**src/alert_mask_pkg.sv**
```systemverilog
// Contract
// - Safety mask C AND word sets safety summary.
// - Safety mask C resets F4, reserved bits ignored.
// - Fail mask A match sets fail summary; 5F.
// - Fail mask B match sets fail summary; 9F.
// - Fail mask C match sets fail summary; 00.
// - Fail mask D bit 0 only sets summary.
// - Fail enable A resets 00, per-bit enables.
// - Fail enable B resets zero, per-bit enables.
// - Fail enable C resets 07, per-bit enables.
// - Enable bit 0 disables, 1 enables check.
// - Safety summary at bit 12, mask default 1.
// - Fail alert summary at bit 11, default 1.
// - Enabled permanent fail sets bit 13.
package alert_mask_pkg;

	localparam int unsigned ADDR_W  = 8;
	localparam int unsigned DATA_W  = 32;
	localparam int unsigned CFG_N   = 8;
	localparam int unsigned GATE_N  = 5;
	localparam int unsigned ALARM_W = 16;

	// Byte offsets on the register bus
	localparam logic [ADDR_W-1:0] OFF_SF_MASK_C  = 8'h00;
	localparam logic [ADDR_W-1:0] OFF_PF_MASK_A  = 8'h04;
	localparam logic [ADDR_W-1:0] OFF_PF_MASK_B  = 8'h08;
	localparam logic [ADDR_W-1:0] OFF_PF_MASK_C  = 8'h0C;
	localparam logic [ADDR_W-1:0] OFF_PF_MASK_D  = 8'h10;
	localparam logic [ADDR_W-1:0] OFF_PF_EN_A    = 8'h14;
	localparam logic [ADDR_W-1:0] OFF_PF_EN_B    = 8'h18;
	localparam logic [ADDR_W-1:0] OFF_PF_EN_C    = 8'h1C;
	localparam logic [ADDR_W-1:0] OFF_ALARM_RAW  = 8'h20;
	localparam logic [ADDR_W-1:0] OFF_IRQ_STATUS = 8'h24;
	localparam logic [ADDR_W-1:0] OFF_IRQ_MASK   = 8'h28;
	localparam logic [ADDR_W-1:0] CFG_SPAN       = 8'h20;

	// Config bytes in offset order: five alert masks, three fail enables
	localparam logic [7:0] CFG_RESET [CFG_N] = '{
		8'hF4, 8'h5F, 8'h9F, 8'h00, 8'h00, 8'h00, 8'h00, 8'h07
	};
	localparam logic [7:0] CFG_VALID [CFG_N] = '{
		8'hF4, 8'hDF, 8'h9F, 8'h78, 8'h01, 8'hDF, 8'h9F, 8'hFF
	};
	localparam int unsigned CFG_EN_BASE = 5;

	// Fail enable bit positions, byte A
	localparam int unsigned POS_COPPER_DEP   = 7;
	localparam int unsigned POS_FET_OVERTEMP = 6;
	localparam int unsigned POS_OVERTEMP     = 4;
	localparam int unsigned POS_DSG_OC       = 3;
	localparam int unsigned POS_CHG_OC       = 2;
	localparam int unsigned POS_CELL_OV      = 1;
	localparam int unsigned POS_CELL_UV      = 0;
	// Fail enable bit positions, byte B
	localparam int unsigned POS_SC_LATCH     = 7;
	localparam int unsigned POS_ACT_IMB      = 4;
	localparam int unsigned POS_REST_IMB     = 3;
	localparam int unsigned POS_SECOND_PROT  = 2;
	localparam int unsigned POS_DSG_SW       = 1;
	localparam int unsigned POS_CHG_SW       = 0;
	// Fail enable bit positions, byte C
	localparam int unsigned POS_COMMANDED    = 7;
	localparam int unsigned POS_STUCK_MUX    = 6;
	localparam int unsigned POS_GND_MEAS     = 5;
	localparam int unsigned POS_INT_REF      = 4;
	localparam int unsigned POS_SLOW_OSC     = 3;
	localparam int unsigned POS_INSTR_MEM    = 2;
	localparam int unsigned POS_DATA_MEM     = 1;
	localparam int unsigned POS_ONE_TIME_MEM = 0;

	// Alarm word bit positions
	localparam int unsigned BIT_PF_ALERT = 11;
	localparam int unsigned BIT_SF_ALERT = 12;
	localparam int unsigned BIT_PF_TRIP  = 13;
	localparam logic [ALARM_W-1:0] ALARM_IMPL      = 16'h3800;
	localparam logic [ALARM_W-1:0] IRQ_MASK_RESET  = 16'h3800;

	typedef struct packed {
		logic [7:0] safety_alert_word_c;
		logic [7:0] fail_alert_word_a;
		logic [7:0] fail_alert_word_b;
		logic [7:0] fail_alert_word_c;
		logic [7:0] fail_alert_word_d;
	} alert_words_type;

	typedef struct packed {
		logic [7:0] fail_a;
		logic [7:0] fail_b;
		logic [7:0] fail_c;
	} fail_faults_type;

endpackage : alert_mask_pkg

```
**src/alert_gate.sv**
```systemverilog
`timescale 1ns/100ps
module alert_gate
	import alert_mask_pkg::*;
(
	// Clock and reset
	input  wire logic       clk_i,
	input  wire logic       rst_i,
	// Mask and alert word
	input  wire logic [7:0] mask_i,
	input  wire logic [7:0] valid_i,
	input  wire logic [7:0] word_i,
	// Registered match
	output logic            hit_o
);

	logic hit_nxt;

	assign hit_nxt = |(mask_i & valid_i & word_i);

	always_ff @(posedge clk_i)
	begin
		if (rst_i)
			hit_o <= 1'b0;
		else
			hit_o <= hit_nxt;
	end

endmodule : alert_gate

```
**src/protection_alert_masking.sv**
```systemverilog
// Local design decisions: the register offsets and the Wishbone interface to the registers.
`timescale 1ns/100ps
module protection_alert_masking
	import alert_mask_pkg::*;
(
	// Clock and reset
	input  wire logic                clk_i,
	input  wire logic                rst_i,
	// Wishbone classic slave
	input  wire logic                cyc_i,
	input  wire logic                stb_i,
	input  wire logic                we_i,
	input  wire logic [3:0]          sel_i,
	input  wire logic [ADDR_W-1:0]   adr_i,
	input  wire logic [DATA_W-1:0]   dat_i,
	output logic      [DATA_W-1:0]   dat_o,
	output logic                     ack_o,
	// Alert and fault inputs from the detectors
	input  wire alert_words_type     alert_words_i,
	input  wire fail_faults_type     fail_faults_i,
	// Alarm and fail results
	output logic      [ALARM_W-1:0]  alarm_raw_word_o,
	output fail_faults_type          fail_trip_o,
	output logic                     irq_o
);

	function automatic logic addr_is(input logic [ADDR_W-1:0] a, input logic [ADDR_W-1:0] off);
		addr_is = (a[ADDR_W-1:2] == off[ADDR_W-1:2]);
	endfunction : addr_is

	// Bus decode
	logic                 req;
	logic                 wr_now;
	logic                 cfg_sel;
	logic [2:0]           cfg_idx;
	logic                 sel_raw;
	logic                 sel_stat;
	logic                 sel_mask;
	logic                 ack_r;
	logic [DATA_W-1:0]    dat_r;
	logic [DATA_W-1:0]    rd_data;

	// Configuration bytes
	logic [7:0]           cfg_r [CFG_N];
	logic [7:0]           word_arr [GATE_N];
	logic [GATE_N-1:0]    gate_hit;

	// Fail trips and summary flags
	fail_faults_type      trip_r;
	fail_faults_type      trip_nxt;
	logic                 masked_safety_alert_flag;
	logic                 masked_fail_alert_flag;
	logic                 fail_trip_flag;

	// Enable byte A checks
	logic                 copper_deposition_fail_en;
	logic                 fet_overtemp_fail_en;
	logic                 overtemp_fail_en;
	logic                 discharge_overcurrent_fail_en;
	logic                 charge_overcurrent_fail_en;
	logic                 cell_overvoltage_fail_en;
	logic                 cell_undervoltage_fail_en;
	logic [7:0]           enable_a_vec;

	// Enable byte B checks
	logic                 short_circuit_latch_fail_en;
	logic                 active_imbalance_fail_en;
	logic                 rest_imbalance_fail_en;
	logic                 second_protector_fail_en;
	logic                 discharge_switch_fail_en;
	logic                 charge_switch_fail_en;
	logic [7:0]           enable_b_vec;

	// Enable byte C checks
	logic                 commanded_fail_en;
	logic                 stuck_mux_fail_en;
	logic                 ground_measure_fail_en;
	logic                 internal_reference_fail_en;
	logic                 slow_oscillator_fail_en;
	logic                 instruction_memory_fail_en;
	logic                 data_memory_fail_en;
	logic                 one_time_memory_fail_en;
	logic [7:0]           enable_c_vec;

	// Alarm word and interrupt
	logic [ALARM_W-1:0]   alarm_raw_word;
	logic [ALARM_W-1:0]   alarm_prev_r;
	logic [ALARM_W-1:0]   alarm_rise;
	logic [ALARM_W-1:0]   irq_stat_r;
	logic [ALARM_W-1:0]   irq_stat_nxt;
	logic [ALARM_W-1:0]   irq_clr;
	logic [ALARM_W-1:0]   irq_mask_r;
	logic [ALARM_W-1:0]   irq_mask_nxt;
	logic [ALARM_W-1:0]   wr_lo16;

	// Request is taken on the first edge; write lands on the acked edge
	assign req      = cyc_i & stb_i;
	assign wr_now   = req & we_i & ack_r;
	assign cfg_sel  = (adr_i < CFG_SPAN);
	assign cfg_idx  = adr_i[4:2];
	assign sel_raw  = addr_is(adr_i, OFF_ALARM_RAW);
	assign sel_stat = addr_is(adr_i, OFF_IRQ_STATUS);
	assign sel_mask = addr_is(adr_i, OFF_IRQ_MASK);
	assign wr_lo16  = {sel_i[1] ? dat_i[15:8] : 8'h00, sel_i[0] ? dat_i[7:0] : 8'h00};

	assign ack_o = ack_r;
	assign dat_o = dat_r;

	always_ff @(posedge clk_i)
	begin
		if (rst_i)
			ack_r <= 1'b0;
		else
			ack_r <= req & ~ack_r;
	end

	// Read mux; unmapped offsets read as zero
	always_comb
	begin
		rd_data = '0;
		if (cfg_sel)
			rd_data = {24'h00_0000, cfg_r[cfg_idx] & CFG_VALID[cfg_idx]};
		else if (sel_raw)
			rd_data = {16'h0000, alarm_raw_word};
		else if (sel_stat)
			rd_data = {16'h0000, irq_stat_r};
		else if (sel_mask)
			rd_data = {16'h0000, irq_mask_r};
	end

	always_ff @(posedge clk_i)
	begin
		if (rst_i)
			dat_r <= '0;
		else if (req & ~ack_r & ~we_i)
			dat_r <= rd_data;
	end

	// Configuration bytes with their reset values
	generate
		for (genvar i = 0; i < CFG_N; i++)
		begin : g_cfg
			always_ff @(posedge clk_i)
			begin
				if (rst_i)
					cfg_r[i] <= CFG_RESET[i];
				else if (wr_now & cfg_sel & sel_i[0] & (cfg_idx == 3'(i)))
					cfg_r[i] <= dat_i[7:0];
			end
		end
	endgenerate

	// Alert words in the same order as the mask bytes
	assign word_arr[0] = alert_words_i.safety_alert_word_c;
	assign word_arr[1] = alert_words_i.fail_alert_word_a;
	assign word_arr[2] = alert_words_i.fail_alert_word_b;
	assign word_arr[3] = alert_words_i.fail_alert_word_c;
	assign word_arr[4] = alert_words_i.fail_alert_word_d;

	// Reserved mask bits are stripped by the valid pattern
	generate
		for (genvar g = 0; g < GATE_N; g++)
		begin : g_gate
			alert_gate u_gate (
				.clk_i   (clk_i),
				.rst_i   (rst_i),
				.mask_i  (cfg_r[g]),
				.valid_i (CFG_VALID[g]),
				.word_i  (word_arr[g]),
				.hit_o   (gate_hit[g])
			);
		end
	endgenerate

	assign masked_safety_alert_flag = gate_hit[0];
	assign masked_fail_alert_flag   = gate_hit[1]
		| gate_hit[2]
		| gate_hit[3]
		| gate_hit[4];

	// Byte A: one enable bit per check
	assign copper_deposition_fail_en     = cfg_r[CFG_EN_BASE][POS_COPPER_DEP];
	assign fet_overtemp_fail_en          = cfg_r[CFG_EN_BASE][POS_FET_OVERTEMP];
	assign overtemp_fail_en              = cfg_r[CFG_EN_BASE][POS_OVERTEMP];
	assign discharge_overcurrent_fail_en = cfg_r[CFG_EN_BASE][POS_DSG_OC];
	assign charge_overcurrent_fail_en    = cfg_r[CFG_EN_BASE][POS_CHG_OC];
	assign cell_overvoltage_fail_en      = cfg_r[CFG_EN_BASE][POS_CELL_OV];
	assign cell_undervoltage_fail_en     = cfg_r[CFG_EN_BASE][POS_CELL_UV];

	// Byte B: one enable bit per check
	assign short_circuit_latch_fail_en   = cfg_r[CFG_EN_BASE + 1][POS_SC_LATCH];
	assign active_imbalance_fail_en      = cfg_r[CFG_EN_BASE + 1][POS_ACT_IMB];
	assign rest_imbalance_fail_en        = cfg_r[CFG_EN_BASE + 1][POS_REST_IMB];
	assign second_protector_fail_en      = cfg_r[CFG_EN_BASE + 1][POS_SECOND_PROT];
	assign discharge_switch_fail_en      = cfg_r[CFG_EN_BASE + 1][POS_DSG_SW];
	assign charge_switch_fail_en         = cfg_r[CFG_EN_BASE + 1][POS_CHG_SW];

	// Byte C: one enable bit per check
	assign commanded_fail_en             = cfg_r[CFG_EN_BASE + 2][POS_COMMANDED];
	assign stuck_mux_fail_en             = cfg_r[CFG_EN_BASE + 2][POS_STUCK_MUX];
	assign ground_measure_fail_en        = cfg_r[CFG_EN_BASE + 2][POS_GND_MEAS];
	assign internal_reference_fail_en    = cfg_r[CFG_EN_BASE + 2][POS_INT_REF];
	assign slow_oscillator_fail_en       = cfg_r[CFG_EN_BASE + 2][POS_SLOW_OSC];
	assign instruction_memory_fail_en    = cfg_r[CFG_EN_BASE + 2][POS_INSTR_MEM];
	assign data_memory_fail_en           = cfg_r[CFG_EN_BASE + 2][POS_DATA_MEM];
	assign one_time_memory_fail_en       = cfg_r[CFG_EN_BASE + 2][POS_ONE_TIME_MEM];

	// Byte A enable vector; reserved positions stay low
	always_comb
	begin
		enable_a_vec                   = 8'h00;
		enable_a_vec[POS_COPPER_DEP]   = copper_deposition_fail_en;
		enable_a_vec[POS_FET_OVERTEMP] = fet_overtemp_fail_en;
		enable_a_vec[POS_OVERTEMP]     = overtemp_fail_en;
		enable_a_vec[POS_DSG_OC]       = discharge_overcurrent_fail_en;
		enable_a_vec[POS_CHG_OC]       = charge_overcurrent_fail_en;
		enable_a_vec[POS_CELL_OV]      = cell_overvoltage_fail_en;
		enable_a_vec[POS_CELL_UV]      = cell_undervoltage_fail_en;
	end

	// Byte B enable vector; reserved positions stay low
	always_comb
	begin
		enable_b_vec                   = 8'h00;
		enable_b_vec[POS_SC_LATCH]     = short_circuit_latch_fail_en;
		enable_b_vec[POS_ACT_IMB]      = active_imbalance_fail_en;
		enable_b_vec[POS_REST_IMB]     = rest_imbalance_fail_en;
		enable_b_vec[POS_SECOND_PROT]  = second_protector_fail_en;
		enable_b_vec[POS_DSG_SW]       = discharge_switch_fail_en;
		enable_b_vec[POS_CHG_SW]       = charge_switch_fail_en;
	end

	// Byte C enable vector; every position is a check
	always_comb
	begin
		enable_c_vec                   = 8'h00;
		enable_c_vec[POS_COMMANDED]    = commanded_fail_en;
		enable_c_vec[POS_STUCK_MUX]    = stuck_mux_fail_en;
		enable_c_vec[POS_GND_MEAS]     = ground_measure_fail_en;
		enable_c_vec[POS_INT_REF]      = internal_reference_fail_en;
		enable_c_vec[POS_SLOW_OSC]     = slow_oscillator_fail_en;
		enable_c_vec[POS_INSTR_MEM]    = instruction_memory_fail_en;
		enable_c_vec[POS_DATA_MEM]     = data_memory_fail_en;
		enable_c_vec[POS_ONE_TIME_MEM] = one_time_memory_fail_en;
	end

	// A fault passes only where its enable bit is one
	assign trip_nxt.fail_a = fail_faults_i.fail_a & enable_a_vec;
	assign trip_nxt.fail_b = fail_faults_i.fail_b & enable_b_vec;
	assign trip_nxt.fail_c = fail_faults_i.fail_c & enable_c_vec;

	always_ff @(posedge clk_i)
	begin
		if (rst_i)
			trip_r <= '0;
		else
			trip_r <= trip_nxt;
	end

	assign fail_trip_flag = |trip_r;
	assign fail_trip_o    = trip_r;

	// Only the summary bits of the alarm word live in this block
	always_comb
	begin
		alarm_raw_word               = '0;
		alarm_raw_word[BIT_SF_ALERT] = masked_safety_alert_flag;
		alarm_raw_word[BIT_PF_ALERT] = masked_fail_alert_flag;
		alarm_raw_word[BIT_PF_TRIP]  = fail_trip_flag;
	end

	assign alarm_raw_word_o = alarm_raw_word;

	// Sticky interrupt status on each rising summary bit
	assign alarm_rise   = alarm_raw_word & ~alarm_prev_r;
	assign irq_clr      = (wr_now & sel_stat) ? wr_lo16 : '0;
	assign irq_stat_nxt = ((irq_stat_r & ~irq_clr) | alarm_rise) & ALARM_IMPL;
	assign irq_mask_nxt = (wr_now & sel_mask) ? (wr_lo16 & ALARM_IMPL) : irq_mask_r;

	always_ff @(posedge clk_i)
	begin
		if (rst_i)
			alarm_prev_r <= '0;
		else
			alarm_prev_r <= alarm_raw_word;
	end

	always_ff @(posedge clk_i)
	begin
		if (rst_i)
			irq_stat_r <= '0;
		else
			irq_stat_r <= irq_stat_nxt;
	end

	always_ff @(posedge clk_i)
	begin
		if (rst_i)
			irq_mask_r <= IRQ_MASK_RESET;
		else
			irq_mask_r <= irq_mask_nxt;
	end

	assign irq_o = |(irq_stat_r & irq_mask_r);

endmodule : protection_alert_masking

```
**config.mk**
```make
export PLATFORM = sky130hd
export DESIGN_NAME = protection_alert_masking
export DESIGN_NICKNAME = d
export VERILOG_FILES = /design/src/alert_mask_pkg.sv /design/src/alert_gate.sv /design/src/protection_alert_masking.sv
export SDC_FILE = /design/constraint.sdc
export NUM_CORES = 1
export LEC_CHECK = 0
export BUFFER_PORTS_ARGS = -buffer_cell sky130_fd_sc_hd__buf_4
export CORE_MARGIN = 2
export CORE_UTILIZATION = 45
export DETAILED_ROUTE_END_ITERATION = 12
export GPL_ROUTABILITY_DRIVEN = 0
export PLACE_DENSITY = 0.8
export SLEW_MARGIN = 25
export SYNTH_ARGS = -nofsm -noshare
export SYNTH_HDL_FRONTEND = slang
export SYNTH_SLANG_ARGS = --single-unit
export TNS_END_PERCENT = 10
```
**constraint.sdc**
```tcl
create_clock -name clk_i -period 4.7 [get_ports clk_i]
set_input_delay 0.235 -clock clk_i [delete_from_list [all_inputs] [get_ports clk_i]]
set_output_delay 0.235 -clock clk_i [all_outputs]
set_load 0.02 [all_outputs]
```
==> summary.md, run 1 <==
| Metric | Value |
|---|---|
| Status | `finished clean` |
| Most common cell in the netlist | `nor2_1` |
| Cell Count, Final, Fillers Out | `between 600 and 700` |
| Setup TNS | `0 ns` |
| Synth top area share | `a little under two fifths` |
| Final WS setup | `between 2 and 2.5 ns` |
| Synthesized area | `4873 um2` |
| Slew Viols, Final | `0` |
| Seq. cell area | `2803 um2` |
| Hold Vio Cnt, Final | `0` |
| EDFF count, synth | `62` |
| First-pass GRT wire length | `around 18000 um` |
| WHS Path Cells | `3` |
| Total GRT Usage | `a little over a fifth` |
| Delay-heaviest family, CP | `simple AND/OR/NAND/NOR gates` |
| Critical path class | `flop to flop` |
| Vias in the first global route | `between 3000 and 4000` |
| Clock Tree Buf Depth | `2` |
| Antenna Cells | `0` |
| CP peak stage delay | `~0.53 ns` |
| H-tree depth | `3` |
| Worst R2R Start | `ack_o` |
| Tcrit/Tclk final | `between 40% and 50%` |
| Fmax | `between 0.4 and 0.5 GHz` |
| Top cells by area, synth | `edfxtp_1, dfxtp_1, mux4_2` |
| Hold Crit Class | `input port to flop` |
| Worst Max-Slew Pin Slew | `approximately 0.95 ns` |
| Initial antenna violation count | `0` |
| Top post-synthesis cells by count | `nor2_1, edfxtp_1, nand2_1` |
| Worst slew margin | `roughly 37%` |
| Area grow syn2layout | `19.05%` |
| TritonCTS clock tree | `yes` |
| Leading area contributor after synthesis | `edfxtp_1` |
| Dpl ws | `about 2.2 ns` |
| RSZ-0062 raised after global routing | `no` |
| Avg Synthesized Cell Area | `between 10 and 15 um2` |
| Share of post-route cells with drive strength above 1 | `between 20% and 30%` |
| WP buf/inv | `0` |
| Post-CTS Setup Inserts | `0` |
| Final ANT Viol Nets | `0` |
| PostCTS Resize Cnt | `0` |
| Die Ht | `~110 um` |
| Initial Util | `46.79%` |
| Worst-skew pair later-pin latency | `0.37 ns` |
| Cells after Synth | `439` |
| Port bufs | `between 100 and 150` |
| Largest net degree at the start of global routing | `between 60 and 70` |
| DP HPWL | `roughly 9000 um` |
| Crit. End Element | `flop` |
| Yosys reg bits | `109` |
| Worst EP required | `~4.7 ns` |
| Die X | `108.1 um` |
| Static Leak | `~0.0023 uW` |
| Synth unique cells | `46` |
| CP startpoint kind | `flop` |
| CTS sink cnt | `around 110` |
| Post-synth top flop | `edfxtp_1` |
| Critical path arrival | `2.30 ns` |
| Power density over the cells | `~320 nW/um2` |
| First-pass DRT Iterations | `5` |
| Placed Cells | `roughly 660` |
| Seq/Total Area, Yosys | `between 50% and 60%` |
| CP Depth | `4` |
| Max_cap viols | `0` |
| Flop2flop setup slack | `2.45 ns` |
| FP Rows | `37` |
| Worst R2R Path Depth | `4` |
| Max IR drop VDD | `approximately 0.00014 V` |
| Num CTS Buffers | `9` |
| Multi-input gate area | `~1800 um2` |
| Remaining global-route overflow | `0` |
| Slowest-stage cell, CP | `nor3_2` |
| IO Pins | `about 190` |
| Yosys warns | `0` |
| Vias | `between 3000 and 4000` |
| Initial DRC count | `approximately 430` |
| Drt total wl | `roughly 12000 um` |
| Die ar. | `~12000 um2` |
| CTS Hold Bufs | `0` |
| Max FO, Critical Path | `8` |
| HP Start | `fail_faults_i[16]` |
| Critical-path cell list | `nand4_1, nor3_2, nand2_1, or2b_1` |
| Worst-path clk slew | `~0.10 ns` |
| Worst r2r dst | `cfg_r[7][2]` |
| Core Region | `~10000 um2` |
| Hold EP | `fail_trip_o[16]` |
| Filler cells | `between 800 and 900` |
| Via density | `between 5 and 6` |
| Endpoints failing setup | `0` |
| Clock Skew | `0.01033 ns` |
| Asr flop ratio synth | `0%` |
| Clock root cell | `clkbuf_8` |
| Post-layout nets | `650` |
| WL/cell | `18.09 um` |
| Remaining routing DRC violations | `0` |
| Final worst path period need | `between 2 and 2.5 ns` |
-- logic make-up after synthesis --
family	after synthesis	share of synthesized area, %
and+or+nand+nor	188	18.20
DFF	109	57.51
buffers and inverters	66	8.241
AOI/OAI and AO/OA	51	7.163
muxes	19	7.522
adders and majority gates	5	1.284
other	1	0.07695
-- cell type report --
type / count / share of cell area [%]
flip-flops and latches: 109 / 48.31
multi-input cells: 300 / 31.10
repair buffers: 104 / 13.46
clock buffers: 13 / 3.300
well taps: 136 / 2.933
inverters: 8 / 0.5176
clock inverters: 3 / 0.3882
-- sequential cells by signal, summed over array words and instances (netlist names) --
signal and flops:
alarm_prev_r 3, ack_o 1, irq_mask_r 3, fail_trip_o 21
cfg_r 62, irq_stat_r 3, dat_o 11, g_gate.u_gate.hit_o 5
-- metrics by stage --
step	power (uW)	area (um2)	hold slack (ns)	util, %
floorplan	1210	5009	0.3575	-
global placement	1272	5588	0.4427	53.65
detailed placement	1277	5588	0.4484	53.65
CTS	1843	5802	0.07983	55.70
global route	1902	5802	0.08596	55.70
finish	1845	5802	0.08319	55.70
-- placed cells by master (no fill, tap or decap), drive strengths merged, types with 7 or more instances in the layout --
master    n
buf     104
conb     37
nor2     80
nand2b   17
a21oi     7
edfxtp   62
inv       9
o21ai    13
a22oi    11
mux4     14
nand3     8
dfxtp    47
clkbuf   13
nand2    52
-- power breakdown --
group / internal [uW] / switching [uW] / total [uW]
combinational: 87.2 / 127 / 214
sequential: 1030 / 13.6 / 1040
clock: 274 / 315 / 589
-- worst min-delay path: stages --
cell and delay [ns]:
buf_4 0.08, nand2_1 0.04, nor2_1 0.07
-- worst max path at each step --
stage / from / to / slack [ns]
floorplan: adr_i[7] / cfg_r[7][0] / 2.72
global placement: adr_i[7] / cfg_r[7][2] / 2.27
detailed placement: adr_i[7] / cfg_r[7][0] / 2.23
CTS: ack_o / cfg_r[7][2] / 2.45
global route: ack_o / cfg_r[7][4] / 2.30
finish: ack_o / cfg_r[7][2] / 2.45
-- layer usage --
| metal | track usage (%) | part of all wire (%) | vias up |
|---|---|---|---|
| met2 | 36.07 | 50 | 201 |
| met3 | 3.376 | 7.3 | 42 |
| met5 | 0 | 0 | - |
| met1 | 25.52 | 38 | 1746 |
| li1 | - | - | 1657 |
| met4 | 10.53 | 4.1 | 0 |
(Power assumes the default switching activity.)
==> run 2: changes to the inputs <==
--- a/config.mk
+++ b/config.mk
@@ -7,10 +7,10 @@
 export LEC_CHECK = 0
 export BUFFER_PORTS_ARGS = -buffer_cell sky130_fd_sc_hd__buf_4
 export CORE_MARGIN = 2
-export CORE_UTILIZATION = 45
+export CORE_UTILIZATION = 44
 export DETAILED_ROUTE_END_ITERATION = 12
 export GPL_ROUTABILITY_DRIVEN = 0
-export PLACE_DENSITY = 0.8
+export PLACE_DENSITY = 0.82
 export SLEW_MARGIN = 25
 export SYNTH_ARGS = -nofsm -noshare
 export SYNTH_HDL_FRONTEND = slang
==> constraint.sdc (replaced) <==
create_clock -name clk_i -period 2 [get_ports clk_i]
set_input_delay 0.1 -clock clk_i [delete_from_list [all_inputs] [get_ports clk_i]]
set_output_delay 0.1 -clock clk_i [all_outputs]
set_load 0.02 [all_outputs]
==> run 2 against run 1 <==
Compared with the run above:
- worst hold slack got worse by 0.073 ns
- sequential cell count stayed put
- global-route usage grew 1.8 points
- register-to-register slack got worse by 2.3 ns
- total power is 140% higher
==> summary.md, run 2 (synthesis gave the netlist of run 1 again) <==
| Metric | Value |
|---|---|
| Hold EP | `cfg_r[1][6]` |
| CTS sink cnt | `around 110` |
| Max FO, Critical Path | `8` |
| Worst EP required | `between 2 and 2.5 ns` |
| Vias in the first global route | `between 3000 and 4000` |
| Worst R2R Path Depth | `5` |
| GR Util met2 | `40.15%` |
| IO Pins | `187` |
| Die ar. | `about 12000 um2` |
| Via density | `approximately 5.4` |
| Port bufs | `between 100 and 150` |
| Worst-skew pair later-pin latency | `slightly below 0.4 ns` |
| Initial DRC count | `roughly 390` |
| Largest Register | `cfg_r` |
| CP startpoint kind | `flop` |
| Area grow syn2layout | `26.08%` |
| Status | `finished clean` |
| Drt total wl | `~13000 um` |
| Remaining global-route overflow | `0` |
| Max IR drop VDD | `around 0.00038 V` |
| CP peak stage delay | `0.41 ns` |
| Initial Util | `approximately 45%` |
| DP HPWL | `between 9000 and 10000 um` |
| Initial antenna violation count | `0` |
| Slew Viols, Final | `0` |
| FP Rows | `38` |
| Num CTS Buffers | `9` |
| Largest net degree at the start of global routing | `between 40 and 50` |
| Worst r2r dst | `cfg_r[7][7]` |
| Critical path arrival | `between 1.5 and 2 ns` |
| WL/cell | `18.59 um` |
| Worst R2R Start | `ack_o` |
| Clock Skew | `~0.019 ns` |
| Max reg flops | `62` |
| Crit. End Element | `flop` |
| WHS Path Cells | `2` |
| Critical-path cell list | `nand4_1, nor3_2, buf_4, nand2_1, or2b_1` |
| Final worst path period need | `between 1.5 and 2 ns` |
| First-pass GRT wire length | `around 20000 um` |
| Clock root cell | `clkbuf_8` |
| Core Region | `between 10000 and 15000 um2` |
| Hold Vio Cnt, Final | `0` |
| Die X | `between 100 and 150 um` |
| Worst slew margin | `40.35%` |
| Worst-path clk slew | `roughly 0.11 ns` |
| H-tree depth | `3` |
| GRT Max-Usage Layer | `met2` |
| Worst Max-Slew Pin Slew | `roughly 0.89 ns` |
| Filler cells | `866` |
| Multi-input gate area | `between 1500 and 2000 um2` |
| Critical path class | `flop to flop` |
| Total GRT Usage | `around 23%` |
| Hold WS | `just over 0.01 ns` |
| Endpoints failing setup | `0` |
| GR Layer Usage met3 | `2.929%` |
| Grt met1 use | `between 20% and 30%` |
| Slowest-stage cell, CP | `dfxtp_1` |
| Power density over the cells | `717.2 nW/um2` |
| Seq. cell area | `~2800 um2` |
| Most common library cell in the layout ignoring fill and taps | `buf_4` |
| Setup TNS | `0 ns` |
| Flop2flop setup slack | `roughly 0.15 ns` |
| Tcrit/Tclk final | `between 90% and 100%` |
| Die Ht | `between 100 and 150 um` |
| Static Leak | `around 0.0025 uW` |
| Most frequent cells in the layout | `buf_4, nor2_1, edfxtp_1` |
| Share of post-route cells with drive strength above 1 | `between 20 and 30%` |
| Fmax | `around 0.54 GHz` |
| First-pass DRT Iterations | `6` |
| Clock Tree Buf Depth | `2` |
| Remaining routing DRC violations | `0` |
| Vias | `slightly below 4000` |
| Total Power | `around 4400 uW` |
| Max_cap viols | `0` |
| Hold Crit Class | `input port to flop` |
| HP Start | `dat_i[6]` |
| Post-layout nets | `688` |
| TritonCTS clock tree | `yes` |
| Antenna Cells | `0` |
| Final ANT Viol Nets | `0` |
==> run 2: worst max path at each step <==
stage / to / from / cells past startpoint
after floorplan: cfg_r[7][0] / ack_o / 4
final: cfg_r[7][7] / ack_o / 5
after CTS: alarm_raw_word_o[13] / fail_trip_o[11] / 5
after global placement: cfg_r[4][3] / adr_i[7] / 6
after global routing: alarm_raw_word_o[13] / fail_trip_o[11] / 5
after detailed placement: cfg_r[6][3] / adr_i[7] / 6
==> run 2: layout make-up <==
cell class,count,area share [%]
inverters,8,0.4887
clock inverters,7,1.283
well taps,140,2.851
repair buffers,142,18.29
multi-input cells,300,29.46
flip-flops and latches,109,45.61
clock buffers,9,2.016
==> run 2: repair_timing <==
item | CTS | global route
hold buffers | 23 | 0
setup endpoints to repair | 0 | 1
setup buffers | 0 | 0
gates resized for setup | 0 | 1
hold endpoints to repair | 23 | 0
==> run 2: routing by layer <==
metal  up-vias  part of all wire (%)
met2       225                    52
li1       1732                     -
met4         0                   4.3
met1      1857                    36
met5         -                     0
met3        41                   7.1
==> run 2: per-stage QoR <==
step,cell area [um2],std cells,setup WS (ns),util [%]
2_1_floorplan,5009,475,0.05513,-
3_3_place_gp,5705,676,0.1236,52.63
3_5_place_dp,5705,676,0.1130,52.63
4_1_cts,6138,715,0.08505,56.63
5_1_grt,6145,715,-0.007527,56.68
6_report,6145,715,0.1527,56.68
==> run 2: critical path: cells and delay by family, from the launching register on <==
kind | cells | cell delay (ns)
DFF | 1 | 0.41
and+or+nand+nor | 4 | 0.93
buffers and inverters | 1 | 0.19
==> run 2: report_power, final <==
part	switching (uW)	internal [uW]	total, uW
combinational	313	246	559
clock	793	599	1390
sequential	37.3	2420	2460
